[src/hdl/cpd_defs.svh]
// constants of the compare pwm duty control block
// assumes inclusion by bare name from the testbench and the top
`ifndef CPD_DEFS_SVH
`define CPD_DEFS_SVH
// ----------------------------------------
// register byte offsets
// ----------------------------------------
`define CPD_OFF_CTRL1 8'h00
`define CPD_OFF_CTRL2 8'h04
`define CPD_OFF_PRI 8'h08
`define CPD_OFF_SEC 8'h0c
`define CPD_OFF_PER 8'h10
`define CPD_OFF_CNT 8'h14
// ----------------------------------------
// reset values
// ----------------------------------------
`define CPD_RST_CTRL 16'h0000
`define CPD_RST_WORD 16'h0000
// ----------------------------------------
// mode and time base codes
// ----------------------------------------
`define CPD_MODE_OFF 3'h0
`define CPD_MODE_SET_HI 3'h1
`define CPD_MODE_SET_LO 3'h2
`define CPD_MODE_TOGGLE 3'h3
`define CPD_MODE_DBL_ONE 3'h4
`define CPD_MODE_DBL_RUN 3'h5
`define CPD_MODE_EDGE 3'h6
`define CPD_MODE_CENTER 3'h7
`define CPD_TSEL_SYS 3'h7
`define CPD_TSEL_LAST_TMR 3'h4
`endif

[src/hdl/cpd_pkg.sv]
// types of the compare pwm duty control block
// needs no include file; cpd_defs.svh is used by the top
package cpd_pkg;
    // first control word, bit 15 down to bit 0
    typedef struct packed {
        logic [1:0] unused;
        logic idleStop;
        logic [2:0] timeBaseSel;
        logic compFaultEnable;
        logic faultBEnable;
        logic faultAEnable;
        logic compFaultFlag;
        logic faultBFlag;
        logic faultAFlag;
        logic trigClearMode;
        logic [2:0] channelMode;
    } cpd_ctrl1_t;
    // second control word, bit 15 down to bit 0
    typedef struct packed {
        logic unusedA;
        logic faultLevel;
        logic [2:0] unusedB;
        logic [1:0] subcycleDelay;
        logic unusedC;
        logic trigEnable;
        logic trigger_status_bit;
        logic [5:0] unusedD;
    } cpd_ctrl2_t;
endpackage : cpd_pkg

[src/hdl/cpd_top.sv]
// pwm and compare channel with apb register slave
// assumes one 125 MHz clock; timer ticks and faults synchronous
`timescale 1ns/1ps
module cpd_top
    import cpd_pkg::*;
#(
    parameter int CHANNEL = 1
) (
    input wire logic sys_clk,
    input wire logic rst_b,
    input wire logic psel,
    input wire logic penable,
    input wire logic pwrite,
    input wire logic [7:0] paddr,
    input wire logic [31:0] pwdata,
    output logic [31:0] prdata,
    output logic pready,
    output logic pslverr,
    input wire logic cpuIdle,
    input wire logic [4:0] timerTick,
    input wire logic faultInputA,
    input wire logic faultInputB,
    input wire logic [2:0] cmpFault,
    output logic compareOutputPin,
    output logic [1:0] fallPhase
);
`include "cpd_defs.svh"

    if (CHANNEL < 1 || CHANNEL > 5) begin : g_bad_channel
        $error("CHANNEL must be 1 to 5");
    end

    // ----------------------------------------
    // register bus
    // ----------------------------------------
    cpd_ctrl1_t ctrl1, next_ctrl1;
    cpd_ctrl2_t ctrl2, next_ctrl2;
    logic [15:0] priReg, next_priReg, secReg, next_secReg;
    logic [15:0] perReg, next_perReg, counter, next_counter;
    logic [31:0] next_prdata;
    logic next_pready, next_pslverr, hit, wr;

    // no wait state: decode in setup, answer in the first access cycle
    always_comb begin
        hit = 1'b1;
        next_prdata = 32'h0000_0000;
        unique case (paddr)
            `CPD_OFF_CTRL1: next_prdata[15:0] = ctrl1;
            `CPD_OFF_CTRL2: next_prdata[15:0] = ctrl2;
            `CPD_OFF_PRI: next_prdata[15:0] = priReg;
            `CPD_OFF_SEC: next_prdata[15:0] = secReg;
            `CPD_OFF_PER: next_prdata[15:0] = perReg;
            `CPD_OFF_CNT: next_prdata[15:0] = counter;
            default: hit = 1'b0;
        endcase
        next_pready = psel & ~penable;
        next_pslverr = psel & ~penable & ~hit;
        if (!(psel & ~penable)) begin
            next_prdata = 32'h0000_0000;
        end
        wr = psel & penable & pready & pwrite & ~pslverr;
    end

    always_ff @(posedge sys_clk) begin
        if (!rst_b) begin
            prdata <= 32'h0000_0000;
            pready <= 1'b0;
            pslverr <= 1'b0;
        end else begin
            prdata <= next_prdata;
            pready <= next_pready;
            pslverr <= next_pslverr;
        end
    end

    // ----------------------------------------
    // time base, buffers and output
    // ----------------------------------------
    logic [15:0] bufPri, next_bufPri, bufSec, next_bufSec;
    logic [1:0] bufDcb, next_bufDcb, next_fallPhase;
    logic faultHold, next_faultHold, pendFall, next_pendFall;
    logic next_pin, tick, run, pwm, center, edgeMode, boundary;
    logic matchPri, matchSec, fallReq, cmpSel, faultNow;
    logic [15:0] limit;

    always_comb begin
        next_ctrl1 = ctrl1;
        next_ctrl2 = ctrl2;
        next_priReg = priReg;
        next_secReg = secReg;
        next_perReg = perReg;
        center = ctrl1.channelMode == `CPD_MODE_CENTER;
        edgeMode = ctrl1.channelMode == `CPD_MODE_EDGE;
        pwm = center | edgeMode;
        cmpSel = cmpFault[(CHANNEL - 1) / 2];
        faultNow = (ctrl1.compFaultEnable & cmpSel)
            | (ctrl1.faultBEnable & faultInputB)
            | (ctrl1.faultAEnable & faultInputA);
        // reserved time base codes give no ticks
        tick = ~(ctrl1.idleStop & cpuIdle);
        if (ctrl1.timeBaseSel != `CPD_TSEL_SYS) begin
            tick = tick & (ctrl1.timeBaseSel <= `CPD_TSEL_LAST_TMR)
                & timerTick[ctrl1.timeBaseSel];
        end
        run = (ctrl1.channelMode != `CPD_MODE_OFF)
            & ~(ctrl2.trigEnable & ~ctrl2.trigger_status_bit);
        limit = center ? perReg : (edgeMode ? bufSec : 16'hffff);
        boundary = tick & run & (counter == limit);
        matchPri = tick & run & (counter == bufPri);
        matchSec = tick & run & (counter == bufSec);
        // counter: free wrap, or restart after the period value in center mode or the secondary buffer in edge mode
        next_counter = counter;
        if (!run) begin
            next_counter = 16'h0000;
        end else if (tick) begin
            next_counter = (boundary & pwm) ? 16'h0000
                : counter + 16'h0001;
        end
        // new duty and delay at a period end in pwm modes, every cycle otherwise
        next_bufPri = bufPri;
        next_bufSec = bufSec;
        next_bufDcb = bufDcb;
        if (!pwm || boundary) begin
            next_bufPri = priReg;
            next_bufSec = secReg;
            next_bufDcb = ctrl2.subcycleDelay;
        end
        // hardware clear of trigger status; a software write wins
        if (ctrl1.trigClearMode && ctrl2.trigger_status_bit
                && counter == bufSec) begin
            next_ctrl2.trigger_status_bit = 1'b0;
        end
        // flags drop at a period end once their source is gone
        if (boundary) begin
            next_ctrl1.compFaultFlag = 1'b0;
            next_ctrl1.faultBFlag = 1'b0;
            next_ctrl1.faultAFlag = 1'b0;
        end
        if (center) begin
            next_ctrl1.compFaultFlag = next_ctrl1.compFaultFlag
                | (ctrl1.compFaultEnable & cmpSel);
            next_ctrl1.faultBFlag = next_ctrl1.faultBFlag
                | (ctrl1.faultBEnable & faultInputB);
            next_ctrl1.faultAFlag = next_ctrl1.faultAFlag
                | (ctrl1.faultAEnable & faultInputA);
        end
        next_faultHold = pwm & (faultNow | (faultHold & ~boundary));
        // software writes; flags are not writable
        if (wr && paddr == `CPD_OFF_CTRL1) begin
            next_ctrl1 = cpd_ctrl1_t'(pwdata[15:0]);
            next_ctrl1.unused = 2'b00;
            next_ctrl1.compFaultFlag = ctrl1.compFaultFlag
                | (center & ctrl1.compFaultEnable & cmpSel);
            next_ctrl1.faultBFlag = ctrl1.faultBFlag
                | (center & ctrl1.faultBEnable & faultInputB);
            next_ctrl1.faultAFlag = ctrl1.faultAFlag
                | (center & ctrl1.faultAEnable & faultInputA);
        end
        if (wr && paddr == `CPD_OFF_CTRL2) begin
            next_ctrl2 = cpd_ctrl2_t'(pwdata[15:0]);
            next_ctrl2.unusedA = 1'b0;
            next_ctrl2.unusedB = 3'h0;
            next_ctrl2.unusedC = 1'b0;
            next_ctrl2.unusedD = 6'h00;
        end
        if (wr && paddr == `CPD_OFF_PRI) next_priReg = pwdata[15:0];
        if (wr && paddr == `CPD_OFF_SEC) next_secReg = pwdata[15:0];
        if (wr && paddr == `CPD_OFF_PER) next_perReg = pwdata[15:0];
        // output edges per mode
        next_pin = pendFall ? 1'b0 : compareOutputPin;
        next_pendFall = 1'b0;
        next_fallPhase = 2'b00;
        fallReq = 1'b0;
        unique case (ctrl1.channelMode)
            `CPD_MODE_OFF: next_pin = 1'b0;
            `CPD_MODE_SET_HI: if (matchPri) next_pin = 1'b1;
            `CPD_MODE_SET_LO: if (matchPri) next_pin = 1'b0;
            `CPD_MODE_TOGGLE: if (matchPri) next_pin = ~compareOutputPin;
            `CPD_MODE_EDGE: begin
                if (boundary) next_pin = 1'b1;
                else fallReq = matchPri;
            end
            default: begin
                if (matchPri) next_pin = 1'b1;
                fallReq = matchSec;
            end
        endcase
        // fine delay: hold high one cycle, pad trims by quarters
        if (fallReq) begin
            if (bufDcb != 2'b00
                    && ctrl1.channelMode != `CPD_MODE_SET_HI) begin
                next_pin = 1'b1;
                next_pendFall = 1'b1;
                next_fallPhase = bufDcb;
            end else begin
                next_pin = 1'b0;
            end
        end
        // boundary duty cases override the edges
        if (edgeMode) begin
            if (bufPri == 16'h0000 && bufSec == 16'h0000) begin
                next_pin = 1'b0;
                next_pendFall = 1'b0;
            end else if (bufSec > bufPri) begin
                next_pin = 1'b1;
                next_pendFall = 1'b0;
            end
        end
        if (center) begin
            if (bufPri == 16'h0000 && bufSec == 16'h0000
                    && perReg == 16'h0000) begin
                next_pin = 1'b0;
                next_pendFall = 1'b0;
            end else if (bufSec > perReg) begin
                next_pin = 1'b1;
                next_pendFall = 1'b0;
            end
        end
        if (next_faultHold) begin
            next_pin = ctrl2.faultLevel;
            next_pendFall = 1'b0;
            next_fallPhase = 2'b00;
        end
    end

    always_ff @(posedge sys_clk) begin
        if (!rst_b) begin
            ctrl1 <= `CPD_RST_CTRL;
            ctrl2 <= `CPD_RST_CTRL;
            priReg <= `CPD_RST_WORD;
            secReg <= `CPD_RST_WORD;
            perReg <= `CPD_RST_WORD;
            counter <= `CPD_RST_WORD;
            bufPri <= `CPD_RST_WORD;
            bufSec <= `CPD_RST_WORD;
            bufDcb <= 2'b00;
            faultHold <= 1'b0;
            pendFall <= 1'b0;
            compareOutputPin <= 1'b0;
            fallPhase <= 2'b00;
        end else begin
            ctrl1 <= next_ctrl1;
            ctrl2 <= next_ctrl2;
            priReg <= next_priReg;
            secReg <= next_secReg;
            perReg <= next_perReg;
            counter <= next_counter;
            bufPri <= next_bufPri;
            bufSec <= next_bufSec;
            bufDcb <= next_bufDcb;
            faultHold <= next_faultHold;
            pendFall <= next_pendFall;
            compareOutputPin <= next_pin;
            fallPhase <= next_fallPhase;
        end
    end

    logic quiet;
    assign quiet = ~faultNow & ~faultHold;
endmodule : cpd_top
[config.mk]
export PLATFORM = sky130hd
export DESIGN_NAME = cpd_top
export DESIGN_NICKNAME = d
export VERILOG_FILES = /design/src/hdl/cpd_pkg.sv /design/src/hdl/cpd_top.sv
export VERILOG_INCLUDE_DIRS = /design/src /design/src/hdl
export SDC_FILE = /design/constraint.sdc
export NUM_CORES = 1
export LEC_CHECK = 0
export ABC_AREA = 1
export BUFFER_PORTS_ARGS = -buffer_cell sky130_fd_sc_hd__buf_2
export CAP_MARGIN = 30
export CORE_MARGIN = 4
export CORE_UTILIZATION = 40
export CTS_CLUSTER_SIZE = 14
export DETAILED_ROUTE_END_ITERATION = 8
export HOLD_SLACK_MARGIN = 0.08
export PLACE_DENSITY = 0.58
export SLEW_MARGIN = 20
export SYNTH_ARGS = -nofsm -noshare
export SYNTH_HDL_FRONTEND = slang
export SYNTH_SLANG_ARGS = --single-unit
[constraint.sdc]
create_clock -name sys_clk -period 4.3 [get_ports sys_clk]
set_input_delay 0.215 -clock sys_clk [delete_from_list [all_inputs] [get_ports sys_clk]]
set_output_delay 0.215 -clock sys_clk [all_outputs]
set_load 0.01 [all_outputs]
=== Yosys cells after proc, flatten, opt, wreduce, memory -nomap -nowiden ===
Index checks and enable logic that the tools add are counted.

* Order comparisons: 4
* Equal/unequal tests: 15
* Muxes and demuxes: 37
* Reduce and logical (&&, ||, !) cells: 26
* Bitwise gates (word level): 48
* Add/sub/neg operators: 1

{| class="wikitable"
|+ Operators with widths
! cell !! count
|-
| 16-bit case mux with 6 select lines || 1
|-
| 16-bit == test || 3
|-
| 16-bit logical NOT || 3
|-
| 16-bit 2-to-1 mux || 3
|-
| 16-bit > comparator || 2
|-
| 1-bit AND || 27
|-
| 1-bit 2-to-1 mux || 26
|-
| 16-bit by 1-bit adder with 16-bit output, second input constant || 1
|-
| 8-bit by 4-bit == test with 1-bit output, second input constant || 2
|-
| 8-bit by 5-bit == test with 1-bit output, second input constant || 2
|-
| 7-bit 2-to-1 mux || 2
|-
| 1-bit NOT || 11
|-
| 1-bit logical AND || 10
|-
| 1-bit bitwise OR || 10
|-
| 8-bit by 3-bit == test with 1-bit output, second input constant || 1
|-
| 8-bit logical NOT || 1
|-
| 4-bit OR reduction || 2
|-
| 3-bit by 2-bit == test with 1-bit output, second input constant || 2
|-
| 3-bit == test, second input constant || 2
|-
| 3-bit 2-to-1 mux || 2
|-
| 6-bit OR reduction || 1
|-
| 3-bit by 4-bit less-than comparator with 1-bit output, second input constant || 1
|-
| 1-bit case mux with 4 select lines || 1
|-
| 2-bit AND reduction || 2
|-
| 12 further kinds || 13
|}

* Word-level logic and storage cells: 160
* Bits in registers: 156
* Bits of input ports: 56

=== Longest topological paths before layout ===
Gate-level depths: netlist of run 1.

* Depth after elaboration: 17
* Mapped depth: 20

=== Least setup slack after synthesis of run 1 ===
OpenSTA, ideal clock, no wires.

* Kind: flip-flop to flip-flop
* Start: register ctrl1[1] in the netlist's numbering
* End: register counter[10]
* Slack: 2296 ps
* Stages on the path, launching flop included: 15
* Setup time: 124 ps
* Arrival time: 1879 ps
* Period minus slack after synthesis: 2004 ps
* Cell sequence: dfxtp_1 -> nand2_2 -> buf_6 -> buf_6 -> a21oi_2 -> nand2_1 -> nand2_1 -> nand2_1 -> nor2_1 -> nand2_1 -> nor2_2 -> nand3_1 -> o21ai_2 -> buf_4 -> nor3_1

* Word-level cells in the longest chain between the ends: 7
* Elaborated cells on any way between the ends: 13
* Classes of those cells: eq/ne: 3; mux: 3; bitwise: 5; reduce/logical: 2

{| class="wikitable"
|+ Ends and longest elaborated chain
! element !! line !! source
|-
| start, declared || cpd_top.sv:36 || <nowiki>cpd_ctrl1_t ctrl1, next_ctrl1;</nowiki>
|-
| start signal, assigned || cpd_top.sv:228 || <nowiki>ctrl1 <= `CPD_RST_CTRL;</nowiki>
|-
| start signal, assigned || cpd_top.sv:242 || <nowiki>ctrl1 <= next_ctrl1;</nowiki>
|-
| 3-bit == test || n/a ||
|-
| 16-bit 2-to-1 mux (2 in a row) || cpd_top.sv:107 || <nowiki>limit = center ? perReg : (edgeMode ? bufSec : 16'hffff);</nowiki>
|-
| 16-bit == test || cpd_top.sv:108 || <nowiki>boundary = tick & run & (counter == limit);</nowiki>
|-
| 1-bit AND || cpd_top.sv:108 ||
|-
| 1-bit AND || cpd_top.sv:116 || <nowiki>next_counter = (boundary & pwm) ? 16'h0000</nowiki>
|-
| 16-bit 2-to-1 mux || cpd_top.sv:116 ||
|-
| end signal, assigned || cpd_top.sv:233 || <nowiki>counter <= `CPD_RST_WORD;</nowiki>
|-
| end signal, assigned || cpd_top.sv:247 || <nowiki>counter <= next_counter;</nowiki>
|-
| end, declared || cpd_top.sv:39 || <nowiki>logic [15:0] perReg, next_perReg, counter, next_counter;</nowiki>
|}

Parallel ways exist; a longest one is shown, timed or not.
A chain may end at the register's enable or synchronous reset.

=== Final worst setup path of run 1 ===
* Start: register ctrl1[0] in the netlist's numbering
* End: register compareOutputPin

* Word-level cells in the longest chain between the ends: 15
* Elaborated cells on any way between the ends: 39
* Classes of those cells: eq/ne: 7; mux: 18; bitwise: 10; reduce/logical: 4

{| class="wikitable"
|+ Ends and longest elaborated chain
! element !! line !! source
|-
| 3-bit == test || cpd_top.sv:174 || <nowiki>unique case (ctrl1.channelMode)</nowiki>
|-
| 16-bit 2-to-1 mux (2 in a row) || cpd_top.sv:107 ||
|-
| 16-bit == test || cpd_top.sv:108 ||
|-
| 1-bit AND || cpd_top.sv:108 ||
|-
| 1-bit 2-to-1 mux || cpd_top.sv:180 || <nowiki>if (boundary) next_pin = 1'b1;</nowiki>
|-
| 1-bit case mux with 4 select lines or 1-bit case mux with 2 select lines (tied branches) || cpd_top.sv:174 ||
|-
| 1-bit 2-to-1 mux || cpd_top.sv:189 || <nowiki>if (fallReq) begin</nowiki>
|-
| 1-bit 2-to-1 mux || cpd_top.sv:204 || <nowiki>end else if (bufSec > bufPri) begin</nowiki>
|-
| 1-bit 2-to-1 mux || cpd_top.sv:201 || <nowiki>if (bufPri == 16'h0000 && bufSec == 16'h0000) begin</nowiki>
|-
| 1-bit 2-to-1 mux || cpd_top.sv:200 || <nowiki>if (edgeMode) begin</nowiki>
|-
| 1-bit 2-to-1 mux || cpd_top.sv:214 || <nowiki>end else if (bufSec > perReg) begin</nowiki>
|-
| 1-bit 2-to-1 mux || cpd_top.sv:210 || <nowiki>if (bufPri == 16'h0000 && bufSec == 16'h0000</nowiki>
|-
| 1-bit 2-to-1 mux || cpd_top.sv:209 || <nowiki>if (center) begin</nowiki>
|-
| 1-bit 2-to-1 mux (*) || cpd_top.sv:219 || <nowiki>if (next_faultHold) begin</nowiki>
|-
| end signal, assigned || cpd_top.sv:253 || <nowiki>compareOutputPin <= next_pin;</nowiki>
|-
| end, declared || cpd_top.sv:24 || <nowiki>output logic compareOutputPin,</nowiki>
|}

Mark *: on every way between the ends. The rest lies on a longest branch, timed or not.

==> results.txt, run 1 <==
----------------------------------------------------
[Outcome]
  Status ... completed

[Power and ir drop]
  Share of total power in combinational logic ... 2.9%
  Share of total power in the clock network ... 52.2%
  Switching part of the total ... 23.1%
  LEAKAGE ... 0.00367 uW
  Internal Dissipation ... 2220 uW
  Total power ... 2890 uW
  Relative contribution of sequential cells to total power ... 44.9%
  Cell area power density ... 331 nW/um2
  Switching power total ... 668 uW
  Max rail drop VDD ... 0.249 mV

[Route]
  DRT iter0 DRCs ... 673
  DRC violation count after routing ... 0
  Final antenna-violating net count ... 0
  Via density per instance ... 5.26
  Count of TritonRoute iterations in the first routing pass ... 5
  Count of vias placed by the detailed router ... 7390
  WL final ... 25700 um
  Detail-routed net length per standard cell ... 18.3 um

[Timing]
  Clock skew after layout ... 0.0162 ns
  Period minus WS final ... 3.18 ns
  Tightest hold margin ... 0.0844 ns
  Number of failing setup endpoints in the final timing report ... 0
  Maximum frequency from static timing analysis ... 0.314 GHz
  Fin. max-slew vios ... 0
  Fin crit share ... 74.0%
  RSZ-0062 raised after global routing ... no
  Worst-margin pin slew ... 0.914 ns
  Least setup slack across all paths after layout ... 1.12 ns
  Aggregate negative setup slack ... 0 ns
  Final hold violations ... 0
  Normalized max-slew margin ... 39.0%

[Worst setup path]
  Required time worst endpoint ... 4.66 ns
  Nature of the critical path endpoint ... register
  Startpoint type of the worst setup path ... register
  Setup CP Type ... register to register
  Crit Path Max Fanout ... 32
  Data arrival, critical path ... 3.54 ns

[Clocking]
  Clock buffers created by TritonCTS ... 17
  Root buffer selected by CTS ... sky130_fd_sc_hd__clkbuf_16
  Clock-pin slew reported for the worst setup and hold paths after clock tree synthesis ... 0.06 ns
  H-Tree Level Count ... 4
  CTS sink cnt ... 140
  Skew-Pair Late Insertion Delay ... 0.42 ns
  Number of buffers on the longest clock path ... 2
  CTS tree ... done

[Logic synthesis]
  Sequential element share of the synthesized area ... 36.3%
  Yosys warning total ... 0
  Synthesized cell area ... 7720 um2
  Gate count after technology mapping ... 1095
  Number of synthesized flops with an enable pin ... 0
  Fraction of synthesis flops using an asynchronous set or reset pin ... 0%
  Number of unique standard cell types used by synthesis ... 48
  Most used flip-flop cell after synthesis ... sky130_fd_sc_hd__dfxtp_1
  Average instance area after synthesis ... 7.05 um2
  Flip-flop and latch count after synthesis ... 140

[Floorplan]
  Width of the die ... 147 um
  Standard-cell row count ... 50
  Starting Density ... 41.0%
  Floorplan die height ... 147 um
  I/O pin total ... 93
  Total die area ... 21600 um2
  Placeable core area ... 18800 um2

[Placed design]
  Number of port buffers ... 58
  Placement Setup Slack ... 1.16 ns
  Sum of net half-perimeters after detailed placement ... 19200 um
  Placed inst area ... 8070 um2
  Final estimated routing congestion in global placement ... 0.945

[Min path]
  Min-delay worst type ... input pin to register

[Final layout]
  Fraction of final layout cells with drive strength greater than 1 ... 11.7%
  N_diodes ... 0
  Commonest cells after routing, fill and taps aside ... sky130_fd_sc_hd__nand2_1, sky130_fd_sc_hd__nor2_1, sky130_fd_sc_hd__dfxtp_1
  Post-Layout Inst Area ... 8730 um2
  Number of nets in the final layout ... 1221
  Area Growth Syn to Fin ... 13.1%
  Most common cell after layout, fill and taps aside ... sky130_fd_sc_hd__nand2_1

[Global routing]
  Total overflow reported by the global router ... 0
  Global-route usage over all layers ... 23.7%
  Largest net degree at the start of global routing ... 101
  Number of global-route vias before repair ... 6931
  Initial antenna violation count ... 0
  First-pass GRT wire length ... 39700 um

[Run]
  Max-cap check violation count ... 0

----------------------------------------------------
-- path summary, 6_finish.rpt --
check	cells past startpoint	endpoint	start	slack [ns]
setup / recovery	15	compareOutputPin$_SDFF_PN0_	ctrl1[0]$_SDFFE_PN0P_	1.12
hold / removal	3	ctrl1[5]$_SDFF_PN0_	faultInputB	0.08
setup reg to reg	15	compareOutputPin$_SDFF_PN0_	ctrl1[0]$_SDFFE_PN0P_	1.12
hold reg to reg	2	fallPhase[1]$_SDFF_PP0_	bufDcb[1]$_SDFFE_PN0P_	0.46
-- synthesized netlist by cell type (19+ instances only) --
library cell | count | area [um2]
sky130_fd_sc_hd__nand4_1 | 25 | 156
sky130_fd_sc_hd__a21oi_1 | 113 | 566
sky130_fd_sc_hd__o21ai_0 | 92 | 460
sky130_fd_sc_hd__nand3_1 | 35 | 175
sky130_fd_sc_hd__ha_1 | 33 | 413
sky130_fd_sc_hd__buf_4 | 20 | 150
sky130_fd_sc_hd__xor2_1 | 19 | 166
sky130_fd_sc_hd__clkbuf_1 | 36 | 135
sky130_fd_sc_hd__nand2_1 | 165 | 619
sky130_fd_sc_hd__inv_1 | 122 | 458
sky130_fd_sc_hd__nor3_1 | 19 | 95.1
sky130_fd_sc_hd__nor2_1 | 141 | 529
sky130_fd_sc_hd__dfxtp_1 | 140 | 2800
-- layer usage --
layer / GRT usage, % / part of all wire [%]
met3: 4.57 / 6.5
met5: 0 / 0
met2: 35.4 / 42
met4: 9.09 / 3.5
met1: 33.9 / 48
-- power by group through the flow --
stage                     clock network [uW]  logic, uW  registers (uW)
final                                   1510       84.5            1300
after global routing                    1570       94.6            1300
after CTS                               1520       83.5            1300
after global placement                     0       80.0            1330
after detailed placement                   0       80.0            1330
after floorplan                            0       50.2            1330
-- sequential cells by signal (all words and copies together) (netlist names), 2 cells and up --
name / count
bufPri: 16
bufSec: 16
counter: 16
perReg: 16
prdata: 16
priReg: 16
secReg: 16
ctrl1: 14
ctrl2: 5
bufDcb: 2
fallPhase: 2
-- stage by stage --
step | std cells | utilization [%]
2_1_floorplan | 1110 | -
3_3_place_gp | 1368 | 42.9
5_1_grt | 1405 | 46.4
6_report | 1405 | 46.4
4_1_cts | 1405 | 46.4
3_5_place_dp | 1368 | 42.9
-- area by class of cell --
class                      count  area (um2)
fill                        1951       10100
multi-input combinational    776        4130
sequential                   140        2800
inverter                     127         477
clock buffer                  19         453
timing repair buffer          70         393
tap                          260         325
clock inverter                13         151
-- critical path, stage by stage, from the launching register on --
cell and delay, ns:
sky130_fd_sc_hd__dfxtp_1 0.57, sky130_fd_sc_hd__inv_2 0.31, sky130_fd_sc_hd__nor2_4 0.51, sky130_fd_sc_hd__nand2_1 0.13, sky130_fd_sc_hd__nand2_1 0.10, sky130_fd_sc_hd__xor2_1 0.24
sky130_fd_sc_hd__nand2_1 0.10, sky130_fd_sc_hd__nor2_1 0.12, sky130_fd_sc_hd__nand3_2 0.15, sky130_fd_sc_hd__nand2_2 0.11, sky130_fd_sc_hd__inv_2 0.23, sky130_fd_sc_hd__a22oi_4 0.24
sky130_fd_sc_hd__nand2_1 0.07, sky130_fd_sc_hd__nor2_1 0.11, sky130_fd_sc_hd__nand2_1 0.06, sky130_fd_sc_hd__nand2_1 0.06
-- cells by family (layout without fill, tap and decap cells) --
kind of cell               count (synthesis)  count (layout)  share of synthesized area (%)
xor gates and xnor gates                  29              29                           3.29
and+or+nand+nor                          413             413                           23.2
buffers and inverters                    194             229                           11.0
adders and majority gates                 33              33                           5.35
DFF                                      140             140                           36.3
other                                      1              16                         0.0486
AOI/OAI and AO/OA                        285             285                           20.9
-- repair_timing --
item                                   in CTS  in global routing
gates resized for setup                     0                  0
buffers inserted                            0                  0
endpoints found under the hold margin       5                  0
hold buffers                                5                  0
Note: power is estimated with default switching activity, not from simulation.
==> run 2: changes to the inputs <==
==> constraint.sdc (replaced) <==
create_clock -name sys_clk -period 3.2 [get_ports sys_clk]
set_input_delay 0.16 -clock sys_clk [delete_from_list [all_inputs] [get_ports sys_clk]]
set_output_delay 0.16 -clock sys_clk [all_outputs]
set_load 0.01 [all_outputs]
==> results.txt, run 2 (synthesis results as in run 1) <==
----------------------------------------------------
[Outcome]
  Status ... completed

[Route]
  WL final ... 25600 um
  DRT iter0 DRCs ... 758
  Count of vias placed by the detailed router ... 7467
  Final antenna-violating net count ... 0
  Via density per instance ... 5.27
  Count of TritonRoute iterations in the first routing pass ... 6
  DRC violation count after routing ... 0
  Detail-routed net length per standard cell ... 18.0 um

[Placed design]
  Placement Setup Slack ... 0.494 ns
  Placed inst area ... 8110 um2
  Sum of net half-perimeters after detailed placement ... 19200 um
  Final estimated routing congestion in global placement ... 0.911
  Number of port buffers ... 58

[Global routing]
  Number of global-route vias before repair ... 6763
  Total overflow reported by the global router ... 0
  Initial antenna violation count ... 0
  Global-route usage over all layers ... 23.6%
  Largest net degree at the start of global routing ... 101
  First-pass GRT wire length ... 39300 um

[Worst setup path]
  Crit Path Max Fanout ... 32
  Data arrival, critical path ... 3.13 ns
  Setup CP Type ... register to register
  Required time worst endpoint ... 3.57 ns
  Startpoint type of the worst setup path ... register
  Nature of the critical path endpoint ... register

[Power and ir drop]
  Max rail drop VDD ... 0.382 mV
  LEAKAGE ... 0.00371 uW
  Cell area power density ... 438 nW/um2
  Total power ... 3870 uW

[Final layout]
  Sequential cell area in the final layout ... 2800 um2
  Most common cell after layout, fill and taps aside ... sky130_fd_sc_hd__nand2_1
  Post-Layout Inst Area ... 8830 um2
  Commonest cells after routing, fill and taps aside ... sky130_fd_sc_hd__nand2_1, sky130_fd_sc_hd__nor2_1, sky130_fd_sc_hd__dfxtp_1
  # fillers ... 1960
  Number of nets in the final layout ... 1234
  Area Growth Syn to Fin ... 14.4%
  Multi-input gate area ... 4130 um2
  N_diodes ... 0
  Fraction of final layout cells with drive strength greater than 1 ... 11.9%

[Timing]
  Normalized max-slew margin ... 38.0%
  Fin. max-slew vios ... 0
  Clock skew after layout ... 0.0130 ns
  Maximum frequency from static timing analysis ... 0.362 GHz
  RSZ-0062 raised after global routing ... no
  Number of failing setup endpoints in the final timing report ... 0
  Worst-margin pin slew ... 0.929 ns
  Period minus WS final ... 2.76 ns
  Fin crit share ... 86.2%
  Least setup slack across all paths after layout ... 0.441 ns
  Final hold violations ... 0
  Aggregate negative setup slack ... 0 ns

[Clocking]
  Clock buffers created by TritonCTS ... 17
  Number of buffers on the longest clock path ... 2
  H-Tree Level Count ... 4
  Number of hold-repair buffers added at the cts stage ... 13
  Root buffer selected by CTS ... sky130_fd_sc_hd__clkbuf_16
  Postcts setup bufs ... 0
  Skew-Pair Late Insertion Delay ... 0.43 ns
  Post_cts resized ... 0
  CTS tree ... done
  CTS sink cnt ... 140
  Clock-pin slew reported for the worst setup and hold paths after clock tree synthesis ... 0.06 ns

[Floorplan]
  Total die area ... 21600 um2
  Standard-cell row count ... 50
  Placeable core area ... 18800 um2
  I/O pin total ... 93
  Width of the die ... 147 um
  Starting Density ... 41.0%
  Floorplan die height ... 147 um

[Min path]
  Min-delay worst type ... input pin to register

[Run]
  Max-cap check violation count ... 0

----------------------------------------------------
-- run 2: changes by cell type in the layout (fill, tap and decap cells not counted), sizes merged --
cell and delta:
buf +5, clkbuf +1, clkinv -1, clkinvlp +3
dlygate4sd3 +8, inv -3
-- run 2: final timing paths --
kind | startpoint | endpoint | slack [ns] | depth (start not counted)
min reg2reg | ctrl1[6]$_SDFF_PN0_ | ctrl1[6]$_SDFF_PN0_ | 0.46 | 2
max reg2reg | ctrl1[1]$_SDFFE_PN0P_ | compareOutputPin$_SDFF_PN0_ | 0.44 | 15
min | pwdata[11] | priReg[11]$_SDFFE_PN0P_ | 0.1 | 3
max | ctrl1[1]$_SDFFE_PN0P_ | compareOutputPin$_SDFF_PN0_ | 0.44 | 15
-- run 2: layout make-up --
| cell class | instances | share of cell area [%] |
|---|---|---|
| Clock inverter | 12 | 1.54 |
| Clock buffer | 20 | 5.17 |
| Tap cell | 260 | 3.68 |
| Multi-Input combinational cell | 776 | 46.7 |
| Inverter | 127 | 5.40 |
| Sequential cell | 140 | 31.7 |
| Timing Repair Buffer | 83 | 5.78 |
-- run 2: through the flow --
step | utilization [%] | cells | hold slack, ns
global route | 46.9 | 1418 | 0.0863
global placement | 43.1 | 1373 | 0.375
floorplan | - | 1110 | 0.262
detailed placement | 43.1 | 1373 | 0.376
finish | 46.9 | 1418 | 0.0956
CTS | 46.9 | 1418 | 0.0861
-- run 2: critical path: stages (launching register included) --
cell                      delay [ns]
sky130_fd_sc_hd__dfxtp_1        0.51
sky130_fd_sc_hd__nand2_2        0.13
sky130_fd_sc_hd__nor2_4         0.39
sky130_fd_sc_hd__nand2_1        0.11
sky130_fd_sc_hd__nand2_1        0.10
sky130_fd_sc_hd__xor2_1         0.22
sky130_fd_sc_hd__nand2_1        0.09
sky130_fd_sc_hd__nor2_1         0.12
sky130_fd_sc_hd__nand3_2        0.14
sky130_fd_sc_hd__nand2_2        0.11
sky130_fd_sc_hd__inv_2          0.23
sky130_fd_sc_hd__a22oi_4        0.25
sky130_fd_sc_hd__nand2_1        0.07
sky130_fd_sc_hd__nor2_1         0.11
sky130_fd_sc_hd__nand2_1        0.06
sky130_fd_sc_hd__nand2_1        0.05
-- run 2: power breakdown --
part | internal [uW] | switching, uW | leakage, uW
Clock | 1190 | 813 | 0.000283
Combinational | 42.0 | 79.6 | 0.00230
Sequential | 1740 | 0.610 | 0.00113
Total | 2980 | 893 | 0.00371
-- run 2: layer usage --
layer	track usage, %	part of all wire, %
met4	11.4	4.5
met2	33.3	42
met1	34.2	47
met5	0	0
met3	4.63	7.0
==> run 3: changes to the inputs <==
--- a/config.mk
+++ b/config.mk
@@ -13,6 +13,7 @@
 export CORE_UTILIZATION = 40
 export CTS_CLUSTER_SIZE = 14
 export DETAILED_ROUTE_END_ITERATION = 8
+export GPL_TIMING_DRIVEN = 0
 export HOLD_SLACK_MARGIN = 0.08
 export PLACE_DENSITY = 0.58
 export SLEW_MARGIN = 20
==> results.txt, run 3 (synthesis results as in run 1) <==
----------------------------------------------------
[Final layout]
  Fraction of final layout cells with drive strength greater than 1 ... 12.8%
  Commonest cells after routing, fill and taps aside ... sky130_fd_sc_hd__nand2_1, sky130_fd_sc_hd__nor2_1, sky130_fd_sc_hd__dfxtp_1
  Number of nets in the final layout ... 1288
  # fillers ... 1947
  Area Growth Syn to Fin ... 17.6%
  Post-Layout Inst Area ... 9080 um2
  N_diodes ... 0
  Most common cell after layout, fill and taps aside ... sky130_fd_sc_hd__nand2_1
  Fraction of the core area covered by cells at the end of the flow ... 48.2%

[Timing]
  Clock skew after layout ... 0.0106 ns
  Period minus WS final ... 2.79 ns
  Least setup slack across all paths after layout ... 0.413 ns
  Fin crit share ... 87.1%
  Fin. max-slew vios ... 0
  Worst-margin pin slew ... 0.650 ns
  Normalized max-slew margin ... 56.5%
  RSZ-0062 raised after global routing ... no
  Number of failing setup endpoints in the final timing report ... 0
  Final hold violations ... 0
  Aggregate negative setup slack ... 0 ns
  Maximum frequency from static timing analysis ... 0.359 GHz

[Floorplan]
  Floorplan die height ... 147 um
  Width of the die ... 147 um
  Starting Density ... 41.0%
  Placeable core area ... 18800 um2
  Standard-cell row count ... 50
  Total die area ... 21600 um2
  I/O pin total ... 93

[Clocking]
  Clock-pin slew reported for the worst setup and hold paths after clock tree synthesis ... 0.06 ns
  CTS tree ... done
  Root buffer selected by CTS ... sky130_fd_sc_hd__clkbuf_16
  H-Tree Level Count ... 4
  CTS sink cnt ... 140
  Number of buffers on the longest clock path ... 2
  Post_cts resized ... 0
  Clock buffers created by TritonCTS ... 17
  Skew-Pair Late Insertion Delay ... 0.43 ns

[Route]
  DRT iter0 DRCs ... 810
  Final antenna-violating net count ... 0
  DRC violation count after routing ... 0
  Via density per instance ... 5.36
  WL final ... 28400 um
  Count of vias placed by the detailed router ... 7889
  Detail-routed net length per standard cell ... 19.3 um
  Count of TritonRoute iterations in the first routing pass ... 6

[Worst setup path]
  Worst path most repeated cell ... sky130_fd_sc_hd__nand2_1
  Delay of the slowest critical-path stage ... 0.48 ns
  Crit Path Max Fanout ... 10
  Setup CP Type ... register to register
  Nature of the critical path endpoint ... register
  Startpoint type of the worst setup path ... register
  Required time worst endpoint ... 3.51 ns
  Crit path buffers/inverters ... 3
  Master of the slowest instance on the critical path ... sky130_fd_sc_hd__dfxtp_1
  Category of cells accounting for the largest share of critical-path delay ... simple AND/OR/NAND/NOR gates
  Data arrival, critical path ... 3.10 ns
  Chain of cells forming the critical path ... nand2_2 > nor2_4 > buf_4 > nand2_1 > nand2_1 > xor2_1 > nand2_1 > nor2_1 > nand3_2 > nand2_2 > inv_2 > buf_2 > o21ai_0 > a21oi_1

[Power and ir drop]
  LEAKAGE ... 0.00384 uW
  Cell area power density ... 424 nW/um2
  Total power ... 3850 uW
  Max rail drop VDD ... 0.334 mV

[Run]
  Max-cap check violation count ... 0

[Min path]
  Min-delay worst type ... input pin to register

[Outcome]
  Status ... completed

[Global routing]
  Number of global-route vias before repair ... 7384
  Global-route usage over all layers ... 26.3%
  Largest net degree at the start of global routing ... 17
  Total overflow reported by the global router ... 0
  First-pass GRT wire length ... 43600 um
  Initial antenna violation count ... 0

[Placed design]
  Placed inst area ... 8390 um2
  Placement Setup Slack ... 0.466 ns
  Sum of net half-perimeters after detailed placement ... 22200 um
  Final estimated routing congestion in global placement ... 0.958
  Number of port buffers ... 58

----------------------------------------------------
[run 3: cell count changes in the layout (fill, tap and decap cells not counted)]
cell                            delta
sky130_fd_sc_hd__clkbuf_1         +37
sky130_fd_sc_hd__buf_4             +8
sky130_fd_sc_hd__buf_2             +5
sky130_fd_sc_hd__buf_6             +5
sky130_fd_sc_hd__buf_1             +1
sky130_fd_sc_hd__bufinv_16         -1
sky130_fd_sc_hd__clkinv_2          -1
sky130_fd_sc_hd__dlygate4sd3_1     -1
sky130_fd_sc_hd__inv_6             +1
[run 3: metal layers]
layer	vias up	part of all wire (%)	track usage, %
li1	3845	-	-
met4	0	3.7	9.88
met3	68	7.5	4.81
met5	-	0	0
met2	345	45	40.8
met1	3631	44	36.6
[run 3: worst paths after layout]
kind                         start  cells after the start                 endpoint  slack [ns]
max          ctrl1[1]$_SDFFE_PN0P_                     14  bufPri[12]$_SDFFE_PN0P_        0.41
min                     pwdata[14]                      3   ctrl2[14]$_SDFFE_PN0P_        0.09
max reg2reg  ctrl1[1]$_SDFFE_PN0P_                     14  bufPri[12]$_SDFFE_PN0P_        0.41
min reg2reg    ctrl1[6]$_SDFF_PN0_                      2      ctrl1[6]$_SDFF_PN0_        0.46
[run 3: area by class of cell]
| type | instances | area [um2] | area share (%) |
|---|---|---|---|
| multi-input combinational | 776 | 4130 | 45.4 |
| sequential | 140 | 2800 | 30.9 |
| clock inverter | 11 | 110 | 1.21 |
| clock buffer | 21 | 460 | 5.07 |
| buffer | 67 | 370 | 4.08 |
| tap | 260 | 325 | 3.58 |
| timing repair buffer | 70 | 410 | 4.52 |
| inverter | 127 | 477 | 5.25 |
[run 3: through the flow]
stage / std cells / hold WS [ns]
floorplan: 1110 / 0.262
global placement: 1428 / 0.378
detailed placement: 1428 / 0.383
CTS: 1472 / 0.0812
global route: 1472 / 0.0962
finish: 1472 / 0.0885
[run 3: worst min-delay path: cells and delay by family]
| kind | cells | cell delay [ns] |
|---|---|---|
| and+or+nand+nor | 2 | 0.16 |
| buffers and inverters | 1 | 0.15 |
[run 3: timing repair]
item	CTS	global route
hold buffers	12	0
buffers inserted	0	0
hold endpoints to repair	18	0
[run 3: report_power, final]
group	total, uW	switching (uW)	internal, uW
clock network	1960	837	1120
registers	1740	0.578	1740
logic	146	90.8	55.3
total	3850	928	2920
